==> src/pkg/mms_pkg.sv <==
// package: register map, field positions, reset values and timing constants for mms block
`default_nettype none
package mms_pkg;
  localparam int unsigned CLK_HZ = 20000000;
  // timing figures in their own units
  localparam int unsigned T_INIT_MS = 2000;
  localparam int unsigned T_RESET_MIN_US = 2;
  localparam int unsigned T_LP_ON_US = 100;
  localparam int unsigned T_LP_OFF_MS = 300;
  localparam int unsigned T_INT_ON_MS = 200;
  localparam int unsigned T_INT_OFF_US = 500;
  localparam int unsigned T_LOS_MS = 100;
  localparam int unsigned T_MASK_MS = 100;
  localparam int unsigned T_RATE_US = 100;
  localparam int unsigned T_PDOWN_ON_MS = 100;
  localparam int unsigned T_PDOWN_OFF_MS = 300;
  // cycle counts; least times round up, longest round down
  localparam int unsigned CYC_PER_US = CLK_HZ / 1000000;
  localparam int unsigned RESET_MIN_CYC = (T_RESET_MIN_US * CLK_HZ + 999999) / 1000000;
  localparam int unsigned LP_ON_CYC = T_LP_ON_US * CYC_PER_US;
  localparam int unsigned RATE_CYC = T_RATE_US * CYC_PER_US;
  localparam int unsigned INIT_CYC_DEF = T_INIT_MS * (CLK_HZ / 1000);
  localparam int unsigned LP_OFF_CYC_DEF = T_LP_OFF_MS * (CLK_HZ / 1000);
  // register offsets (byte addresses in the lower page)
  localparam logic [7:0] ADDR_ID = 8'h00;
  localparam logic [7:0] ADDR_STATUS = 8'h02;
  localparam logic [7:0] ADDR_FLAGS = 8'h03;
  localparam logic [7:0] ADDR_CONTROL = 8'h56;
  localparam logic [7:0] ADDR_MASK = 8'h64;
  localparam logic [7:0] ADDR_STATE = 8'h65;
  // field positions
  localparam int unsigned BIT_NOT_READY = 0;
  localparam int unsigned BIT_PDOWN = 0;
  localparam int unsigned BIT_RATE = 1;
  localparam int unsigned FLAG_LOS = 0;
  localparam int unsigned FLAG_TXF = 1;
  localparam int unsigned FLAG_OTHER = 2;
  localparam int unsigned NFLAG = 3;
  // reset values
  localparam logic [7:0] RST_CONTROL = 8'h00;
  localparam logic [NFLAG-1:0] RST_MASK = 3'h0;
  localparam logic [7:0] ID_VALUE = 8'h5A; // arbitrary identifier value
  typedef enum logic [1:0] {MMS_BOOT, MMS_READY, MMS_LOWPWR, MMS_WAKE} mms_state_e;
endpackage
`default_nettype wire

==> src/verilog/mms_core.sv <==
// module: management status, flag, interrupt, low-power and rate-select logic
// ------------------------------------------------------------
// Overview of operation
// - fully functional within 2000 ms after power on, hot plug or reset release
// - reset pin low longer than 2 us is a reset
// - register port answers within 2000 ms of power on
// - within 2000 ms clear data-not-ready bit 0 of byte 2, assert interrupt
// - fully functional within 2000 ms after reset pin rising edge
// - low-power select high enters power level 1 within 100 us
// - low-power select low returns fully functional within 300 ms
// - interrupt output goes low within 200 ms of a triggering condition
// - interrupt releases within 500 us after clear-on-read of flag
// - signal loss sets loss flag and interrupt within 100 ms
// - transmit fault sets fault flag and interrupt within 200 ms
// - other conditions set their flag and interrupt within 200 ms
// - mask bit 1 blocks its flag from interrupt within 100 ms
// - mask bit 0 lets its flag drive interrupt within 100 ms
// - rate select change settles bandwidth within 100 us
// - power-down bit 1 enters power level 1 within 100 ms
// - power-down bit 0 returns fully functional within 300 ms
// - fully functional only after not-ready cleared and interrupt asserted; here it rises one cycle before the interrupt pin falls
// - write response timing counts from the write itself
// - init limit waived while held in low power state
// ------------------------------------------------------------
//
// Decided for this implementation: strobed register access and the placing of the registers.
`default_nettype none
module mms_core
  import mms_pkg::*;
#(
  parameter int unsigned INIT_CYC = INIT_CYC_DEF,
  parameter int unsigned LP_OFF_CYC = LP_OFF_CYC_DEF
) (
  input wire logic clk,
  input wire logic reset,
  input wire logic module_reset_n,
  input wire logic low_power_select,
  input wire logic rx_loss,
  input wire logic tx_fault,
  input wire logic other_alarm,
  input wire logic [7:0] addr,
  input wire logic [7:0] wdata,
  input wire logic wr,
  input wire logic rd,
  output logic [7:0] rdata,
  output logic bus_ready,
  output logic module_interrupt_n,
  output logic low_power,
  output logic rate_high,
  output logic rate_settled,
  output logic fully_functional
);

  // ------------------------------------------------------------
  // helper functions
  // ------------------------------------------------------------
  // two-stage shift used by every pin synchroniser
  function automatic logic [1:0] sync_shift(input logic [1:0] q, input logic pin);
    sync_shift = {q[0], pin};
  endfunction

  // address compare shared by read and write decode
  function automatic logic addr_is(input logic [7:0] a, input logic [7:0] ref_addr);
    addr_is = (a == ref_addr);
  endfunction

  // pads a flag-wide field into a register byte
  function automatic logic [7:0] flag_byte(input logic [NFLAG-1:0] f);
    flag_byte = {{(8 - NFLAG){1'b0}}, f};
  endfunction

  // timer compare; the limit is a whole count of cycles
  function automatic logic time_up(input logic [31:0] t, input int unsigned lim);
    time_up = (t >= lim - 1);
  endfunction

  // ------------------------------------------------------------
  // input synchronisers
  // ------------------------------------------------------------
  // every pin passes two flops before any logic reads it
  logic [1:0] rst_s;
  logic [1:0] lp_s;
  logic [1:0] los_s;
  logic [1:0] txf_s;
  logic [1:0] oth_s;

  // reset pin idles high, so its synchroniser resets high too
  always_ff @(posedge clk) begin
    if (reset) begin
      rst_s <= 2'h3;
    end else begin
      rst_s <= sync_shift(rst_s, module_reset_n);
    end
  end

  always_ff @(posedge clk) begin
    if (reset) begin
      lp_s <= 2'h0;
    end else begin
      lp_s <= sync_shift(lp_s, low_power_select);
    end
  end

  always_ff @(posedge clk) begin
    if (reset) begin
      los_s <= 2'h0;
    end else begin
      los_s <= sync_shift(los_s, rx_loss);
    end
  end

  always_ff @(posedge clk) begin
    if (reset) begin
      txf_s <= 2'h0;
    end else begin
      txf_s <= sync_shift(txf_s, tx_fault);
    end
  end

  always_ff @(posedge clk) begin
    if (reset) begin
      oth_s <= 2'h0;
    end else begin
      oth_s <= sync_shift(oth_s, other_alarm);
    end
  end

  wire rst_pin = rst_s[1];
  wire lp_pin = lp_s[1];
  wire los_pin = los_s[1];
  wire txf_pin = txf_s[1];
  wire oth_pin = oth_s[1];

  // ------------------------------------------------------------
  // reset pulse qualification
  // ------------------------------------------------------------
  // short glitches below the minimum pulse are ignored
  logic [7:0] low_cnt;
  wire low_long = (low_cnt >= 8'(RESET_MIN_CYC));
  wire low_count_on = !rst_pin && !low_long;

  // counter saturates at the limit, so a long hold never wraps
  always_ff @(posedge clk) begin
    if (reset || rst_pin) begin
      low_cnt <= 8'h00;
    end else if (low_count_on) begin
      low_cnt <= low_cnt + 8'h01;
    end
  end

  // state and flags restart for as long as a qualified low lasts
  wire in_pin_reset = !rst_pin && low_long;
  wire restart = reset || in_pin_reset;

  // ------------------------------------------------------------
  // power state machine
  // ------------------------------------------------------------
  mms_state_e state;
  mms_state_e next_state;
  logic [31:0] tmr;
  logic [7:0] control;
  logic [NFLAG-1:0] mask;
  logic [NFLAG-1:0] flags;
  logic not_ready;
  logic ready_pulse;

  wire pdown_bit = control[BIT_PDOWN];
  wire rate_bit = control[BIT_RATE];
  wire want_low = lp_pin || pdown_bit;
  wire boot_done = time_up(tmr, INIT_CYC);
  wire wake_done = time_up(tmr, LP_OFF_CYC);
  // a module that was ready before low power has no data to wait for
  wire wake_ok = wake_done || !not_ready;
  wire state_moves = (next_state != state);

  always_comb begin
    next_state = state;
    unique case (state)
      MMS_BOOT: begin
        if (want_low) begin
          next_state = MMS_LOWPWR;
        end else if (boot_done) begin
          next_state = MMS_READY;
        end
      end
      MMS_READY: begin
        if (want_low) begin
          next_state = MMS_LOWPWR;
        end
      end
      MMS_LOWPWR: begin
        if (!want_low) begin
          next_state = MMS_WAKE;
        end
      end
      MMS_WAKE: begin
        if (want_low) begin
          next_state = MMS_LOWPWR;
        end else if (wake_ok) begin
          next_state = MMS_READY;
        end
      end
    endcase
  end

  always_ff @(posedge clk) begin
    if (restart) begin
      state <= MMS_BOOT;
    end else begin
      state <= next_state;
    end
  end

  // timer restarts on every state change
  always_ff @(posedge clk) begin
    if (restart || state_moves) begin
      tmr <= 32'h0;
    end else begin
      tmr <= tmr + 32'h1;
    end
  end

  // power level 1 is entered in the cycle after the request
  assign low_power = (state == MMS_LOWPWR);
  // ready only once the data-not-ready bit has been cleared
  assign fully_functional = (state == MMS_READY) && !not_ready;
  assign bus_ready = (state != MMS_BOOT) || boot_done;

  // ------------------------------------------------------------
  // register decode
  // ------------------------------------------------------------
  wire hit_id = addr_is(addr, ADDR_ID);
  wire hit_status = addr_is(addr, ADDR_STATUS);
  wire hit_flags = addr_is(addr, ADDR_FLAGS);
  wire hit_ctrl = addr_is(addr, ADDR_CONTROL);
  wire hit_mask = addr_is(addr, ADDR_MASK);
  wire hit_state = addr_is(addr, ADDR_STATE);
  wire rd_ok = rd && bus_ready;
  wire wr_ok = wr && bus_ready;
  wire read_flags = rd_ok && hit_flags;
  wire read_status = rd_ok && hit_status;
  wire write_ctrl = wr_ok && hit_ctrl;
  wire write_mask = wr_ok && hit_mask;

  // ------------------------------------------------------------
  // read data
  // ------------------------------------------------------------
  // unmapped bytes read as zero, and nothing answers before boot
  wire [7:0] id_byte = ID_VALUE;
  wire [7:0] status_byte = {7'h00, not_ready};
  wire [7:0] flags_byte = flag_byte(flags);
  wire [7:0] mask_byte = flag_byte(mask);
  wire [7:0] state_byte = {4'h0, low_power, fully_functional, 2'(state)};
  wire [7:0] next_rdata;
  assign next_rdata = !bus_ready ? 8'h00 :
                      hit_id ? id_byte :
                      hit_status ? status_byte :
                      hit_flags ? flags_byte :
                      hit_ctrl ? control :
                      hit_mask ? mask_byte :
                      hit_state ? state_byte :
                      8'h00;

  // read data hold until the next read
  always_ff @(posedge clk) begin
    if (reset) begin
      rdata <= 8'h00;
    end else if (rd) begin
      rdata <= next_rdata;
    end
  end

  // ------------------------------------------------------------
  // control and mask registers
  // ------------------------------------------------------------
  // writes land at the edge that takes them, so later timing starts there
  always_ff @(posedge clk) begin
    if (reset) begin
      control <= RST_CONTROL;
    end else if (write_ctrl) begin
      control <= wdata;
    end
  end

  always_ff @(posedge clk) begin
    if (reset) begin
      mask <= RST_MASK;
    end else if (write_mask) begin
      mask <= wdata[NFLAG-1:0];
    end
  end

  // ------------------------------------------------------------
  // rate select
  // ------------------------------------------------------------
  logic [15:0] rate_cnt;
  wire rate_change = (rate_bit != rate_high);
  wire rate_busy = (rate_cnt != 16'h0);

  always_ff @(posedge clk) begin
    if (reset) begin
      rate_high <= 1'b0;
    end else if (rate_change) begin
      rate_high <= rate_bit;
    end
  end

  // a new change restarts the settle count
  always_ff @(posedge clk) begin
    if (reset) begin
      rate_cnt <= 16'h0;
    end else if (rate_change) begin
      rate_cnt <= 16'(RATE_CYC - 1);
    end else if (rate_busy) begin
      rate_cnt <= rate_cnt - 16'h1;
    end
  end

  // settled flag drops one cycle before rate_high switches and stays low for RATE_CYC cycles, the whole of its bound
  assign rate_settled = !rate_busy && !rate_change;

  // ------------------------------------------------------------
  // flags
  // ------------------------------------------------------------
  wire [NFLAG-1:0] cond;
  wire [NFLAG-1:0] kept_flags;
  wire [NFLAG-1:0] next_flags;
  assign cond[FLAG_LOS] = los_pin;
  assign cond[FLAG_TXF] = txf_pin;
  assign cond[FLAG_OTHER] = oth_pin;
  // clear-on-read empties the byte, then live conditions set it again
  assign kept_flags = read_flags ? {NFLAG{1'b0}} : flags;
  // set wins over the clear, so a condition present during the read is kept
  assign next_flags = kept_flags | cond;

  always_ff @(posedge clk) begin
    if (restart) begin
      flags <= {NFLAG{1'b0}};
    end else begin
      flags <= next_flags;
    end
  end

  // ------------------------------------------------------------
  // data-not-ready and ready event
  // ------------------------------------------------------------
  wire becomes_ready = not_ready && (next_state == MMS_READY);
  wire ready_seen = read_flags || read_status;

  always_ff @(posedge clk) begin
    if (restart) begin
      not_ready <= 1'b1;
    end else if (becomes_ready) begin
      not_ready <= 1'b0;
    end
  end

  // the ready event is an interrupt source of its own, cleared by a read
  always_ff @(posedge clk) begin
    if (restart) begin
      ready_pulse <= 1'b0;
    end else if (becomes_ready) begin
      ready_pulse <= 1'b1;
    end else if (ready_seen) begin
      ready_pulse <= 1'b0;
    end
  end

  // ------------------------------------------------------------
  // interrupt output
  // ------------------------------------------------------------
  wire [NFLAG-1:0] open_flags = flags & ~mask;
  wire flag_pending = |open_flags;
  wire int_pending = flag_pending || ready_pulse;

  // registered so the pin never glitches while flags settle
  always_ff @(posedge clk) begin
    if (reset) begin
      module_interrupt_n <= 1'b1;
    end else begin
      module_interrupt_n <= !int_pending;
    end
  end

endmodule // mms_core
`default_nettype wire
==> config.mk <==
export PLATFORM = sky130hd
export DESIGN_NAME = mms_core
export DESIGN_NICKNAME = d
export VERILOG_FILES = /design/src/pkg/mms_pkg.sv /design/src/verilog/mms_core.sv
export SDC_FILE = /design/constraint.sdc
export NUM_CORES = 1
export LEC_CHECK = 0
export BUFFER_PORTS_ARGS = -buffer_cell sky130_fd_sc_hd__buf_2
export CAP_MARGIN = 20
export CORE_MARGIN = 10
export CORE_UTILIZATION = 35
export CTS_CLUSTER_SIZE = 14
export DETAILED_ROUTE_END_ITERATION = 10
export GPL_TIMING_DRIVEN = 0
export PLACE_DENSITY = 0.57
export SETUP_SLACK_MARGIN = 0.05
export SLEW_MARGIN = 20
export SYNTH_ARGS = -nofsm -noshare
export SYNTH_HDL_FRONTEND = slang
export SYNTH_SLANG_ARGS = --single-unit
==> constraint.sdc <==
create_clock -name clk -period 3.36 [get_ports clk]
set_input_delay 0.336 -clock clk [delete_from_list [all_inputs] [get_ports clk]]
set_output_delay 0.336 -clock clk [all_outputs]
set_load 0.03 [all_outputs]
======== After elaboration in Yosys (flattened, before gate mapping) ========
Cells that the tools add are included.
storage, ports and cells
  bits in registers ....................... 94
  latch bits .............................. 0
  bits in writable memories ............... 0
  ROM bits ................................ 0
  input bits .............................. 25
  output and inout port bits .............. 14
  logic and storage cells ................. 90
  memories ................................ 0
cells by class
  add/subtract/negate cells ............... 3
  multiply operators ...................... 0
  div/mod/pow operators ................... 0
  order comparisons ....................... 3
  equality and inequality tests ........... 11
  shifts and indexed selects .............. 0
  muxes and demuxes ....................... 19
  bitwise logic cells ..................... 3
  reduce and logical (&&, ||, !) cells .... 33
operator list
  cell                                                                                   number
  8-bit two-way mux                                                                      5
  32-bit by 1-bit adder with 32-bit output, second input constant                        1
  32-bit by 23-bit greater-or-equal comparator with 1-bit output, second input constant  1
  32-bit by 26-bit greater-or-equal comparator with 1-bit output, second input constant  1
  8-bit by 7-bit equality test with 1-bit output, second input constant                  3
  11-bit two-way mux                                                                     2
  8-bit by 2-bit equality test with 1-bit output, second input constant                  2
  16-bit nonzero test                                                                    1
  16-bit by 1-bit subtractor with 16-bit output, second input constant                   1
  2-bit two-way mux                                                                      6
  1-bit logical AND                                                                      11
  8-bit by 1-bit adder with 8-bit output, second input constant                          1
  8-bit by 6-bit greater-or-equal comparator with 1-bit output, second input constant    1
  8-bit logical NOT                                                                      1
  1-bit logical OR                                                                       8
  4-bit two-way mux                                                                      2
  2-bit case mux with 4 select lines                                                     1
  1-bit logical NOT                                                                      6
  2-bit nonzero test                                                                     3
  2-bit by 1-bit equality test with 1-bit output, second input constant                  2
  2-bit equality test, second input constant                                             2
  3-bit bitwise AND                                                                      1
  3-bit two-way mux                                                                      1
  3-bit inverter                                                                         1
  7 further kinds                                                                        8

======== Depth between registers and ports, before layout ========
Gate-level depths: netlist of the first run.
  depth in word-level cells ............... 9
  mapped depth ............................ 9
  depth with buffers taken out ............ 7

======== Least setup slack after synthesis of the first run ========
Ideal clock, no wire load.
  path type ............................... register -> output
  start ................................... reg rate_high
  end ..................................... out rate_settled
  arrival time ............................ 1.727 ns
  data required time ...................... 3.024 ns
  slack ................................... 1.297 ns
  stages on the path, launching flop included .. 4
  buffers on the path ..................... 1
  cells stage by stage .................... dfxtp_1 > xnor2_1 > clkbuf_1 > nor3b_1
on the way
  longest elaborated chain between the ends .. 3
RTL lines
  what                    RTL line         source
  start, declared         mms_core.sv:49   output logic rate_high,
  start signal, assigned  mms_core.sv:304  rate_high <= rate_bit;
  1-bit != test           mms_core.sv:297  wire rate_change = (rate_bit != rate_high);
  1-bit logical NOT       mms_core.sv:320  assign rate_settled = !rate_busy && !rate_change;
  1-bit logical AND       mms_core.sv:320
  end, declared           mms_core.sv:50   output logic rate_settled,
No other way between the ends.

======== Final worst setup path of the first run ========
  start ................................... reg tmr[0]
  end ..................................... out bus_ready
on the way
  longest elaborated chain between the ends .. 2
RTL lines
  what                                                            RTL line         source
  start, declared                                                 mms_core.sv:160  logic [31:0] tmr;
  start signal, assigned                                          mms_core.sv:219  tmr <= tmr + 32'h1;
  32-bit by 26-bit greater-or-equal comparator with 1-bit output  mms_core.sv:74   time_up = (t >= lim - 1);
  1-bit logical OR                                                mms_core.sv:227  assign bus_ready = (state != MMS_BOOT) || boot_done;
  end, declared                                                   mms_core.sv:46   output logic bus_ready,
No other way between the ends.

==> results of run 1 <==
-- kinds of logic after synthesis --
family | count (synthesis)
simple gates | 228
flops | 94
compound gates | 63
xor+xnor | 48
buf+inv | 37
mux | 14
fa+ha+maj | 4
-- worst register-to-register path, stage by stage, from the launching register on --
cell       delay (ns)
dfxtp_1          0.38
ha_1             0.23
and3_1           0.18
buf_6            0.14
nand3_4          0.09
a2111oi_4        0.53
o21ai_2          0.15
o221ai_4         0.30
buf_6            0.20
nor2_1           0.06
-- how the worst min path moves through the flow --
stage	depth (start not counted)	end	slack [ns]	from
finish	2	rst_s[0]	0.17	module_reset_n
global route	2	rst_s[0]	0.16	module_reset_n
CTS	2	rst_s[0]	0.16	module_reset_n
detailed placement	1	rst_s[1]	0.39	rst_s[0]
global placement	1	rst_s[1]	0.40	rst_s[0]
floorplan	1	rst_s[1]	0.39	rst_s[0]
-- layout by cell type (no fill, tap or decap), drive strengths merged, types with 6 or more instances in the layout --
master and instances:
dfxtp 94, nor2 75, buf 46, nand3 29, a21oi 28, xor2 26
clkbuf 24, nand2 22, xnor2 22, nor3 18, nand2b 16, inv 14
mux2i 13, nand4 12, nor2b 10, and3 10, nor4 9, o21ai 7
or2 6
-- state kept, by name, indices dropped and copies added, names as in the netlist --
name                cells
oth_s                   2
lp_s                    2
module_interrupt_n      1
ready_pulse             1
txf_s                   2
not_ready               1
rate_high               1
tmr                    32
state                   2
los_s                   2
rdata                   8
control                 8
mask                    3
low_cnt                 8
flags                   3
rate_cnt               16
rst_s                   2
-- cell type report --
cell class / instances / area share [%]
inverter: 13 / 0.960
multi-input combinational: 357 / 44.9
sequential: 94 / 37.0
tap: 168 / 4.14
clock inverter: 6 / 1.85
timing repair buffer: 36 / 3.55
clock buffer: 10 / 4.70
buffer: 24 / 2.86
-- power groups by stage --
stage | clock, uW | sequential, uW | combinational (uW)
after floorplan | 0 | 1280 | 486
after global placement | 0 | 1290 | 592
after detailed placement | 0 | 1300 | 604
after CTS | 1150 | 1270 | 611
after global routing | 1210 | 1290 | 688
final | 1120 | 1270 | 604
-- metrics by stage --
| stage | power (uW) | hold slack (ns) | instances | util [%] | setup WS [ns] |
|---|---|---|---|---|---|
| after floorplan | 1770 | 0.389 | 488 | - | 1.30 |
| after global placement | 1890 | 0.396 | 692 | 39.2 | 0.935 |
| after detailed placement | 1900 | 0.392 | 692 | 39.2 | 0.910 |
| after CTS | 3030 | 0.156 | 708 | 42.0 | 0.531 |
| after global routing | 3180 | 0.164 | 708 | 42.0 | 0.436 |
| final | 2990 | 0.174 | 708 | 42.0 | 0.550 |
-- metal layers --
metal	global-route usage, %	vias up	wire [um]
met2	16.9	54	4280
met5	0	-	0
met3	3.81	7	431
li1	-	1785	-
met1	14.9	1637	4790
met4	2.66	0	68
==> metrics.md, run 1 <==
| Metric | Value |
|---|---|
| Run status | `finished, final reports clean` |
| Relative slew slack | `39.8%` |
| Post-synthesis register bit count | `94` |
| Critical Path Sink | `bus_ready` |
| Clock net sink count | `94` |
| Startpoint kind of the worst setup timing path | `register` |
| Relative contribution of sequential cells to total power | `a little over two fifths` |
| Data required time at the worst endpoint | `~3.0 ns` |
| Synth async-reset ratio | `0%` |
| RSZ-0062 raised after global routing | `no` |
| Proportion of synthesized area in mux cells | `about 3.2%` |
| # H-tree levels | `3` |
| Vias in the first global route | `between 3000 and 4000` |
| Commonest cells in the synthesized netlist | `94 x dfxtp_1, 75 x nor2_1, 28 x a21oi_1, 28 x nand3_1, 26 x xor2_1` |
| Number of buffers inserted by port buffering | `36` |
| Final cycle utilization of the critical path | `83.6%` |
| Total routing resource utilization after global routing | `11.2%` |
| Post-route DRC | `0` |
| IR drop worst, VDD | `358 uV` |
| Max-capacitance violation count | `0` |
| EDFF count, synth | `0` |
| Share of cells above drive strength 1 | `between 10% and 20%` |
| Cell variety after synth | `between 50 and 60` |
| Int Pwr | `2140 uW` |
| Total wire length after detailed routing | `9560 um` |
| Final count of hold timing violations | `0` |
| Switching portion of total power | `28.6%` |
| Start point of the critical path | `tmr[0]` |
| Crit path cell chain | `ha_1 -> and3_1 -> buf_6 -> nand3_4 -> a2111oi_4 -> or2_4 -> buf_8 -> buf_2` |
| Post-synthesis cell count | `about 490` |
| Reg2Reg Depth | `9` |
| Detail Placement HPWL | `6950 um` |
| Mapped Nets | `around 520` |
| Actual slew at the worst max-slew pin | `approximately 0.90 ns` |
| Critical path data arrival time | `roughly 2.5 ns` |
| Finish-stage setup viols | `0` |
| Effective utilization at floorplan | `36.0%` |
| Gate family responsible for the most delay along the worst path | `compound AO/OA/AOI/OAI gates` |
| Number of fill cells | `1243` |
| Worst path max stage delay | `0.53 ns` |
| Overall die width | `132 um` |
| Critical path fanouts, max | `10` |
| Setup TNS Final | `0 ns` |
| Drt initial violations | `251` |
| Cell area power density | `slightly below 600 mW/mm^2` |
| Clock slew seen by the registers of the worst setup and hold paths | `~0.07 ns` |
| Sequential-to-total area share from yosys stat | `43.2%` |
| Height of the die | `132 um` |
| Cell at the root of the clock tree | `clkbuf_16` |
| Post-detailed-route wirelength per cell | `approximately 14 um` |
| Cell type with the highest aggregate area in the netlist | `dfxtp_1` |
| FF-to-FF setup slack | `1.01 ns` |
| Critical register-to-register path startpoint | `tmr[0]` |
| Maximum number of pins on one net before global-route repair | `17` |
| Most common cell in the synthesized netlist | `dfxtp_1` |
| Router iterations before antenna repair | `4` |
| GP Congestion | `0.814` |
| Top area cells in the synthesized netlist | `dfxtp_1 43%, nor2_1 6.5%, xor2_1 5.2%` |
| Number of buffers added by the clock tree synthesis step | `9` |
| Net total in the final layout | `approximately 560` |
| Simple-gate area share of the yosys netlist | `around 28%` |
| Part of the power in the clock network | `37.4%` |
| Path class of the lowest-slack min-delay path | `primary input to register` |
| Buffers inserted during post-CTS setup optimization | `0` |
| Cell area after placement | `between 0.004 and 0.005 mm^2` |
| Wire length of the first global-routing pass | `16400 um` |
| Adder-cell share of the synthesized area | `1.15%` |
| Leakage power | `0.00192 uW` |
| Resize count post-CTS | `0` |
| Largest family of logic cells by synthesized area | `simple AND/OR/NAND/NOR gates` |
| Area share of the largest cell type after synthesis | `43.2%` |
| Area added between synthesis and finish | `16.6%` |
| Reported net switching power | `855 uW` |
| Fraction of the mapped netlist area in compound gates | `10.6%` |
| Global route total overflow | `0` |
| Post-layout instance area | `0.00508 mm^2` |
| CORE AREA | `0.0121 mm^2` |
| Area of the multi-input gates | `0.00228 mm^2` |
| Worst setup path class | `register to output pin` |
| Count of standard-cell rows | `40` |
| FF-to-FF End | `tmr[18]` |
| Timing-limited maximum frequency | `356 MHz` |
| DR vias/cell | `roughly 4.9` |
| Count of warnings emitted by yosys | `0` |
| Number of buffer and inverter instances along the worst setup path | `3` |
| Tmin final | `2.81 ns` |
| Antenna violations before repair | `0` |
| # diodes | `0` |
| TritonCTS clock tree | `yes` |
| Final count of pins violating max slew | `0` |
| Slowest stage cell, crit path | `a2111oi_4` |
| Number of hold buffers added after CTS | `0` |
| Fraction of synthesized cell area in xor and xnor cells | `9.64%` |
| Synth Flop Type | `dfxtp_1` |
| I/O Pins | `39` |
| Total vias in the final route | `3483` |
| Maximum root-to-sink buffer count | `2` |
| Combinational share of power | `20.2%` |
| Critical path depth in cells | `8` |
| Count of antenna-violating nets left after detailed routing | `0` |
| Latest clock arrival within the worst-skew pair | `approximately 0.34 ns` |
| Mapped Avg Cell Area | `8.93 um^2` |
| Sequential cell area | `0.00188 mm^2` |
| Crit end category | `output pin` |
| Full die area | `0.0173 mm^2` |
| Fin Clk Skew | `0.00710 ns` |
| Post-synth design cell area | `between 0.004 and 0.005 mm^2` |
Power figures use the tool's default switching activity.
==> run 2, diff against run 1 <==
PLACE_DENSITY = 0.59   (was 0.57)
clock period = 2.55 ns   (was 3.36 ns; I/O delays follow)
==> run 2 against run 1 <==
Design area up 0.27%; combinational power up 37%; wire length down 1.4%; sequential cell count unchanged; critical path type unchanged; highest routed layer unchanged.
==> metrics.md, run 2 (same netlist as run 1, synthesis figures left out) <==
| Metric | Value |
|---|---|
| # diodes | `0` |
| Net total in the final layout | `568` |
| Number of fill cells | `~1200` |
| GP Congestion | `0.791` |
| # H-tree levels | `3` |
| Flip-flop count of the largest register after layout | `32` |
| Setup TNS Final | `0 ns` |
| Worst setup path class | `register to output pin` |
| Maximum number of pins on one net before global-route repair | `15` |
| Path class of the lowest-slack min-delay path | `primary input to register` |
| Max-capacitance violation count | `0` |
| Cell at the root of the clock tree | `clkbuf_16` |
| CORE AREA | `0.0121 mm^2` |
| Latest clock arrival within the worst-skew pair | `between 0.3 and 0.4 ns` |
| Maximum root-to-sink buffer count | `2` |
| Overall die width | `132 um` |
| Critical path fanouts, max | `10` |
| Vias in the first global route | `3471` |
| Cell area power density | `758 mW/mm^2` |
| Leakage power | `0.00193 uW` |
| Actual slew at the worst max-slew pin | `0.909 ns` |
| Detail Placement HPWL | `6920 um` |
| Height of the die | `132 um` |
| Area added between synthesis and finish | `16.9%` |
| Commonest cells after routing, fill and taps aside | `92 x dfxtp_1, 75 x nor2_1, 37 x buf_2, 28 x nand3_1, 28 x a21oi_1` |
| Total power consumption of the routed design | `between 3000 and 4000 uW` |
| TritonCTS clock tree | `yes` |
| Effective utilization at floorplan | `a little over a third` |
| Router iterations before antenna repair | `4` |
| Antenna violations before repair | `0` |
| Count of antenna-violating nets left after detailed routing | `0` |
| Largest Register | `tmr` |
| I/O Pins | `39` |
| Total vias in the final route | `between 3000 and 4000` |
| IR drop worst, VDD | `435 uV` |
| Run status | `finished, final reports clean` |
| Final count of pins violating max slew | `0` |
| Crit end category | `output pin` |
| Number of buffers added by the clock tree synthesis step | `9` |
| Tmin final | `around 2.4 ns` |
| Final count of hold timing violations | `0` |
| Final cycle utilization of the critical path | `93.6%` |
| DR vias/cell | `4.90` |
| Wire length of the first global-routing pass | `between 15000 and 20000 um` |
| Largest regs | `tmr (32), rate_cnt (16)` |
| Number of buffers inserted by port buffering | `36` |
| Relative slew slack | `38.8%` |
| Clock slew seen by the registers of the worst setup and hold paths | `around 0.07 ns` |
| Minimum setup slack in the final design | `~0.16 ns` |
| Startpoint kind of the worst setup timing path | `register` |
| RSZ-0062 raised after global routing | `no` |
| Full die area | `0.0173 mm^2` |
| Total wire length after detailed routing | `9430 um` |
| Total routing resource utilization after global routing | `10.9%` |
| Count of standard-cell rows | `40` |
| Most frequent standard cell in the layout excluding fill and tap cells | `dfxtp_1` |
| Drt initial violations | `163` |
| Data required time at the worst endpoint | `2.30 ns` |
| Clock net sink count | `94` |
| Finish-stage setup viols | `0` |
| Global route total overflow | `0` |
| Timing-limited maximum frequency | `around 420 MHz` |
| Post-detailed-route wirelength per cell | `13.3 um` |
| Critical path data arrival time | `2.13 ns` |
| Fin Clk Skew | `~0.011 ns` |
| Setup slack after placement | `0.224 ns` |
| Share of cells above drive strength 1 | `16.2%` |
| Post-route DRC | `0` |
## run 2: changes by cell type in the layout (fill, tap and decap cells not counted), sizes merged
| cell | change |
|---|---|
| buf | +4 |
| clkbuf | +2 |
| bufinv | -1 |
| clkinvlp | -1 |
| inv | -1 |
## run 2: final timing paths
check | from | end | slack [ns] | depth (start not counted)
worst max register to register | tmr[0] | tmr[24] | 0.36 | 10
worst max-delay path | tmr[15] | bus_ready | 0.16 | 6
worst min-delay path | module_reset_n | rst_s[0] | 0.09 | 2
worst min register to register | rst_s[0] | rst_s[1] | 0.43 | 1
## run 2: power breakdown
group	switching [uW]	total (uW)	internal (uW)
Sequential	103	1680	1580
Combinational	460	825	365
Clock	551	1360	809
Total	1110	3870	2750
## run 2: routing by layer
| metal | up-vias | part of all wire (%) | GRT usage (%) |
|---|---|---|---|
| met5 | - | 0 | 0 |
| met4 | 0 | 0.61 | 2.84 |
| met3 | 9 | 3.8 | 3.85 |
| met2 | 38 | 46 | 17.5 |
| met1 | 1632 | 50 | 13.7 |
| li1 | 1802 | - | - |
## run 2: repair_timing
item,in CTS,in global routing
buffers inserted,2,2
gates resized for setup,3,3
endpoints found under the setup margin,1,1
gates cloned,0,0
hold endpoints to repair,0,0
hold buffers,0,0
pin swaps,2,3
## run 2: cell type report
class	count	area (um^2)	area share, %
tap	168	210	4.12
multi-input combinational	357	2290	45.0
inverter	13	48.8	0.958
clock buffer	12	256	5.03
clock inverter	3	43.8	0.859
buffer	24	145	2.85
timing repair buffer	40	213	4.17
sequential	94	1890	37.0
## run 2: worst max-delay path, cell delays in order, from the launching register on
cell and delay [ns]:
dfxtp_1 0.30, clkbuf_1 0.17, nor4_1 0.58, a2111oi_4 0.16, or2_4 0.27, buf_8 0.14
buf_4 0.16
## run 2: metrics by stage
| stage | hold WS [ns] | area [um^2] | cells | utilization, % |
|---|---|---|---|---|
| 2_1_floorplan | 0.359 | 4360 | 488 | - |
| 3_3_place_gp | 0.394 | 4750 | 692 | 39.2 |
| 3_5_place_dp | 0.403 | 4750 | 692 | 39.2 |
| 4_1_cts | 0.0797 | 5070 | 709 | 41.9 |
| 5_1_grt | 0.0887 | 5100 | 711 | 42.1 |
| 6_report | 0.0926 | 5100 | 711 | 42.1 |
==> run 3, diff against run 2 <==
CORE_UTILIZATION = 53   (was 35)
PLACE_DENSITY = 0.8   (was 0.59)
SLEW_MARGIN = default   (was 20)
==> run 3 against run 2 <==
Wire length fell by 3.7%; fmax fell by 1.4%; die area fell by 29%; combinational power fell by 0.8%; register-to-register slack got worse by 0.15 ns; core utilization rose by 19 points.
==> metrics.md, run 3 (same netlist as run 1, synthesis figures left out) <==
| Metric | Value |
|---|---|
| Number of buffers added by the clock tree synthesis step | `9` |
| Number of fill cells | `707` |
| Largest regs | `tmr (32), rate_cnt (16)` |
| Total vias in the final route | `~3600` |
| Clock slew seen by the registers of the worst setup and hold paths | `0.10 ns` |
| Flip-flop count of the largest register after layout | `32` |
| CORE AREA | `approximately 0.008 mm^2` |
| # H-tree levels | `3` |
| Total routing resource utilization after global routing | `14.8%` |
| Effective utilization at floorplan | `53.9%` |
| Start point of the critical path | `tmr[19]` |
| Leakage power | `0.00188 uW` |
| Clock net sink count | `between 90 and 100` |
| Int Pwr | `2310 uW` |
| Maximum root-to-sink buffer count | `2` |
| Antenna violations before repair | `0` |
| Actual slew at the worst max-slew pin | `0.955 ns` |
| Count of standard-cell rows | `33` |
| Relative contribution of sequential cells to total power | `49.1%` |
| Minimum setup slack in the final design | `0.129 ns` |
| Final count of hold timing violations | `0` |
| Crit end category | `output pin` |
| Global route total overflow | `0` |
| Post-detailed-route wirelength per cell | `14.0 um` |
| Maximum number of pins on one net before global-route repair | `18` |
| Startpoint kind of the worst setup timing path | `register` |
| Height of the die | `111 um` |
| Wire length of the first global-routing pass | `between 15000 and 20000 um` |
| DR vias/cell | `5.49` |
| GP Congestion | `~0.83` |
| Data required time at the worst endpoint | `2.30 ns` |
| Reported net switching power | `1110 uW` |
| Cell area power density | `697 mW/mm^2` |
| IR drop worst, VDD | `608 uV` |
| Reg2Reg Depth | `11` |
| Critical Path Sink | `bus_ready` |
| Part of the power in the clock network | `27.1%` |
| Gate family responsible for the most delay along the worst path | `simple AND/OR/NAND/NOR gates` |
| Crit path cell chain | `or3_4 -> a21oi_1 -> o2111ai_2 -> or2_4 -> buf_8 -> buf_4` |
| Combinational share of power | `23.9%` |
| I/O Pins | `39` |
| Max-capacitance violation count | `0` |
| Post-route DRC | `0` |
| Final cycle utilization of the critical path | `94.9%` |
| Number of buffers inserted by port buffering | `36` |
| Share of cells above drive strength 1 | `16.5%` |
| Number of hold buffers added after CTS | `0` |
| Most frequent standard cell in the layout excluding fill and tap cells | `dfxtp_1` |
| TritonCTS clock tree | `yes` |
| FF-to-FF End | `tmr[31]` |
| Fin Clk Skew | `0.0207 ns` |
| Relative slew slack | `35.7%` |
| Detail Placement HPWL | `between 6000 and 7000 um` |
| Critical path fanouts, max | `10` |
| Tmin final | `2.42 ns` |
| Worst setup path class | `register to output pin` |
| Path class of the lowest-slack min-delay path | `primary input to register` |
| Count of antenna-violating nets left after detailed routing | `0` |
| Slowest stage cell, crit path | `or3_4` |
| Setup TNS Final | `0 ns` |
| Commonest cells after routing, fill and taps aside | `92 x dfxtp_1, 75 x nor2_1, 37 x buf_2, 28 x nand3_1, 28 x a21oi_1` |
| Setup slack after placement | `0.192 ns` |
| Vias in the first global route | `3498` |
| Area added between synthesis and finish | `12.7%` |
| Router iterations before antenna repair | `5` |
| Switching portion of total power | `32.4%` |
| FF-to-FF setup slack | `roughly 0.21 ns` |
| Finish-stage setup viols | `0` |
| Latest clock arrival within the worst-skew pair | `0.36 ns` |
| # diodes | `0` |
| Critical register-to-register path startpoint | `tmr[0]` |
| Critical path data arrival time | `2.17 ns` |
| Worst path max stage delay | `0.43 ns` |
| Net total in the final layout | `569` |
| Timing-limited maximum frequency | `413 MHz` |
| Run status | `finished, final reports clean` |
| Final count of pins violating max slew | `0` |
| Full die area | `0.0123 mm^2` |
| Total wire length after detailed routing | `9090 um` |
| Cell at the root of the clock tree | `clkbuf_8` |
| Critical path depth in cells | `6` |
| Largest Register | `tmr` |
| Drt initial violations | `190` |
| Number of buffer and inverter instances along the worst setup path | `2` |
| Overall die width | `between 100 and 150 um` |
| RSZ-0062 raised after global routing | `no` |
run 3: worst min-delay path by stage:
stage                    from  endpoint  slack [ns]  cells past startpoint
2_1_floorplan  module_reset_n  rst_s[0]        0.36                      1
3_3_place_gp         rst_s[0]  rst_s[1]        0.40                      1
3_5_place_dp         rst_s[0]  rst_s[1]        0.39                      1
4_1_cts        module_reset_n  rst_s[0]        0.07                      2
5_1_grt        module_reset_n  rst_s[0]        0.07                      2
6_report       module_reset_n  rst_s[0]        0.09                      2
run 3: what timing repair did:
action | CTS | global route
endpoints found under the setup margin | 1 | 16
buffers inserted | 3 | 2
endpoints found under the hold margin | 0 | 0
pin swaps | 2 | 3
gates resized for setup | 4 | 2
run 3: worst register-to-register path, delay by kind of cell (launching register included):
family	cells	cell delay (ns)
compound gates	3	0.74
buf+inv	4	0.62
fa+ha+maj	1	0.20
simple gates	3	0.30
flops	1	0.37
run 3: final cells by class:
cell class	count	area, um^2	area share, %
clock inverters	6	58.8	1.20
inverters	13	48.8	0.994
repair buffers	41	220	4.48
multi-input cells	357	2290	46.7
well taps	105	131	2.68
plain buffers	24	145	2.96
clock buffers	10	128	2.60
flip-flops and latches	94	1890	38.4
run 3: per-stage QoR:
step                total power, uW  util [%]  cells  cell area, um^2  hold WS, ns
floorplan                      2330         -    488             4360        0.359
global placement               2470      57.7    629             4670        0.395
detailed placement             2500      57.7    629             4670        0.393
CTS                            3430      60.4    648             4890       0.0747
global route                   3640      60.7    650             4910       0.0680
finish                         3420      60.7    650             4910       0.0864
run 3: metal layers:
metal	vias up	global-route usage [%]	wire length, um
li1	1799	-	-
met1	1680	18.8	4220
met2	82	24.1	4330
met3	9	3.68	443
met4	0	4.69	89
met5	-	0	0
run 3: power by group through the flow:
stage	sequential, uW	combinational [uW]	clock (uW)
final	1680	818	926
after global routing	1700	923	1010
after CTS	1680	808	942
after detailed placement	1710	795	0
after global placement	1700	764	0
after floorplan	1690	640	0
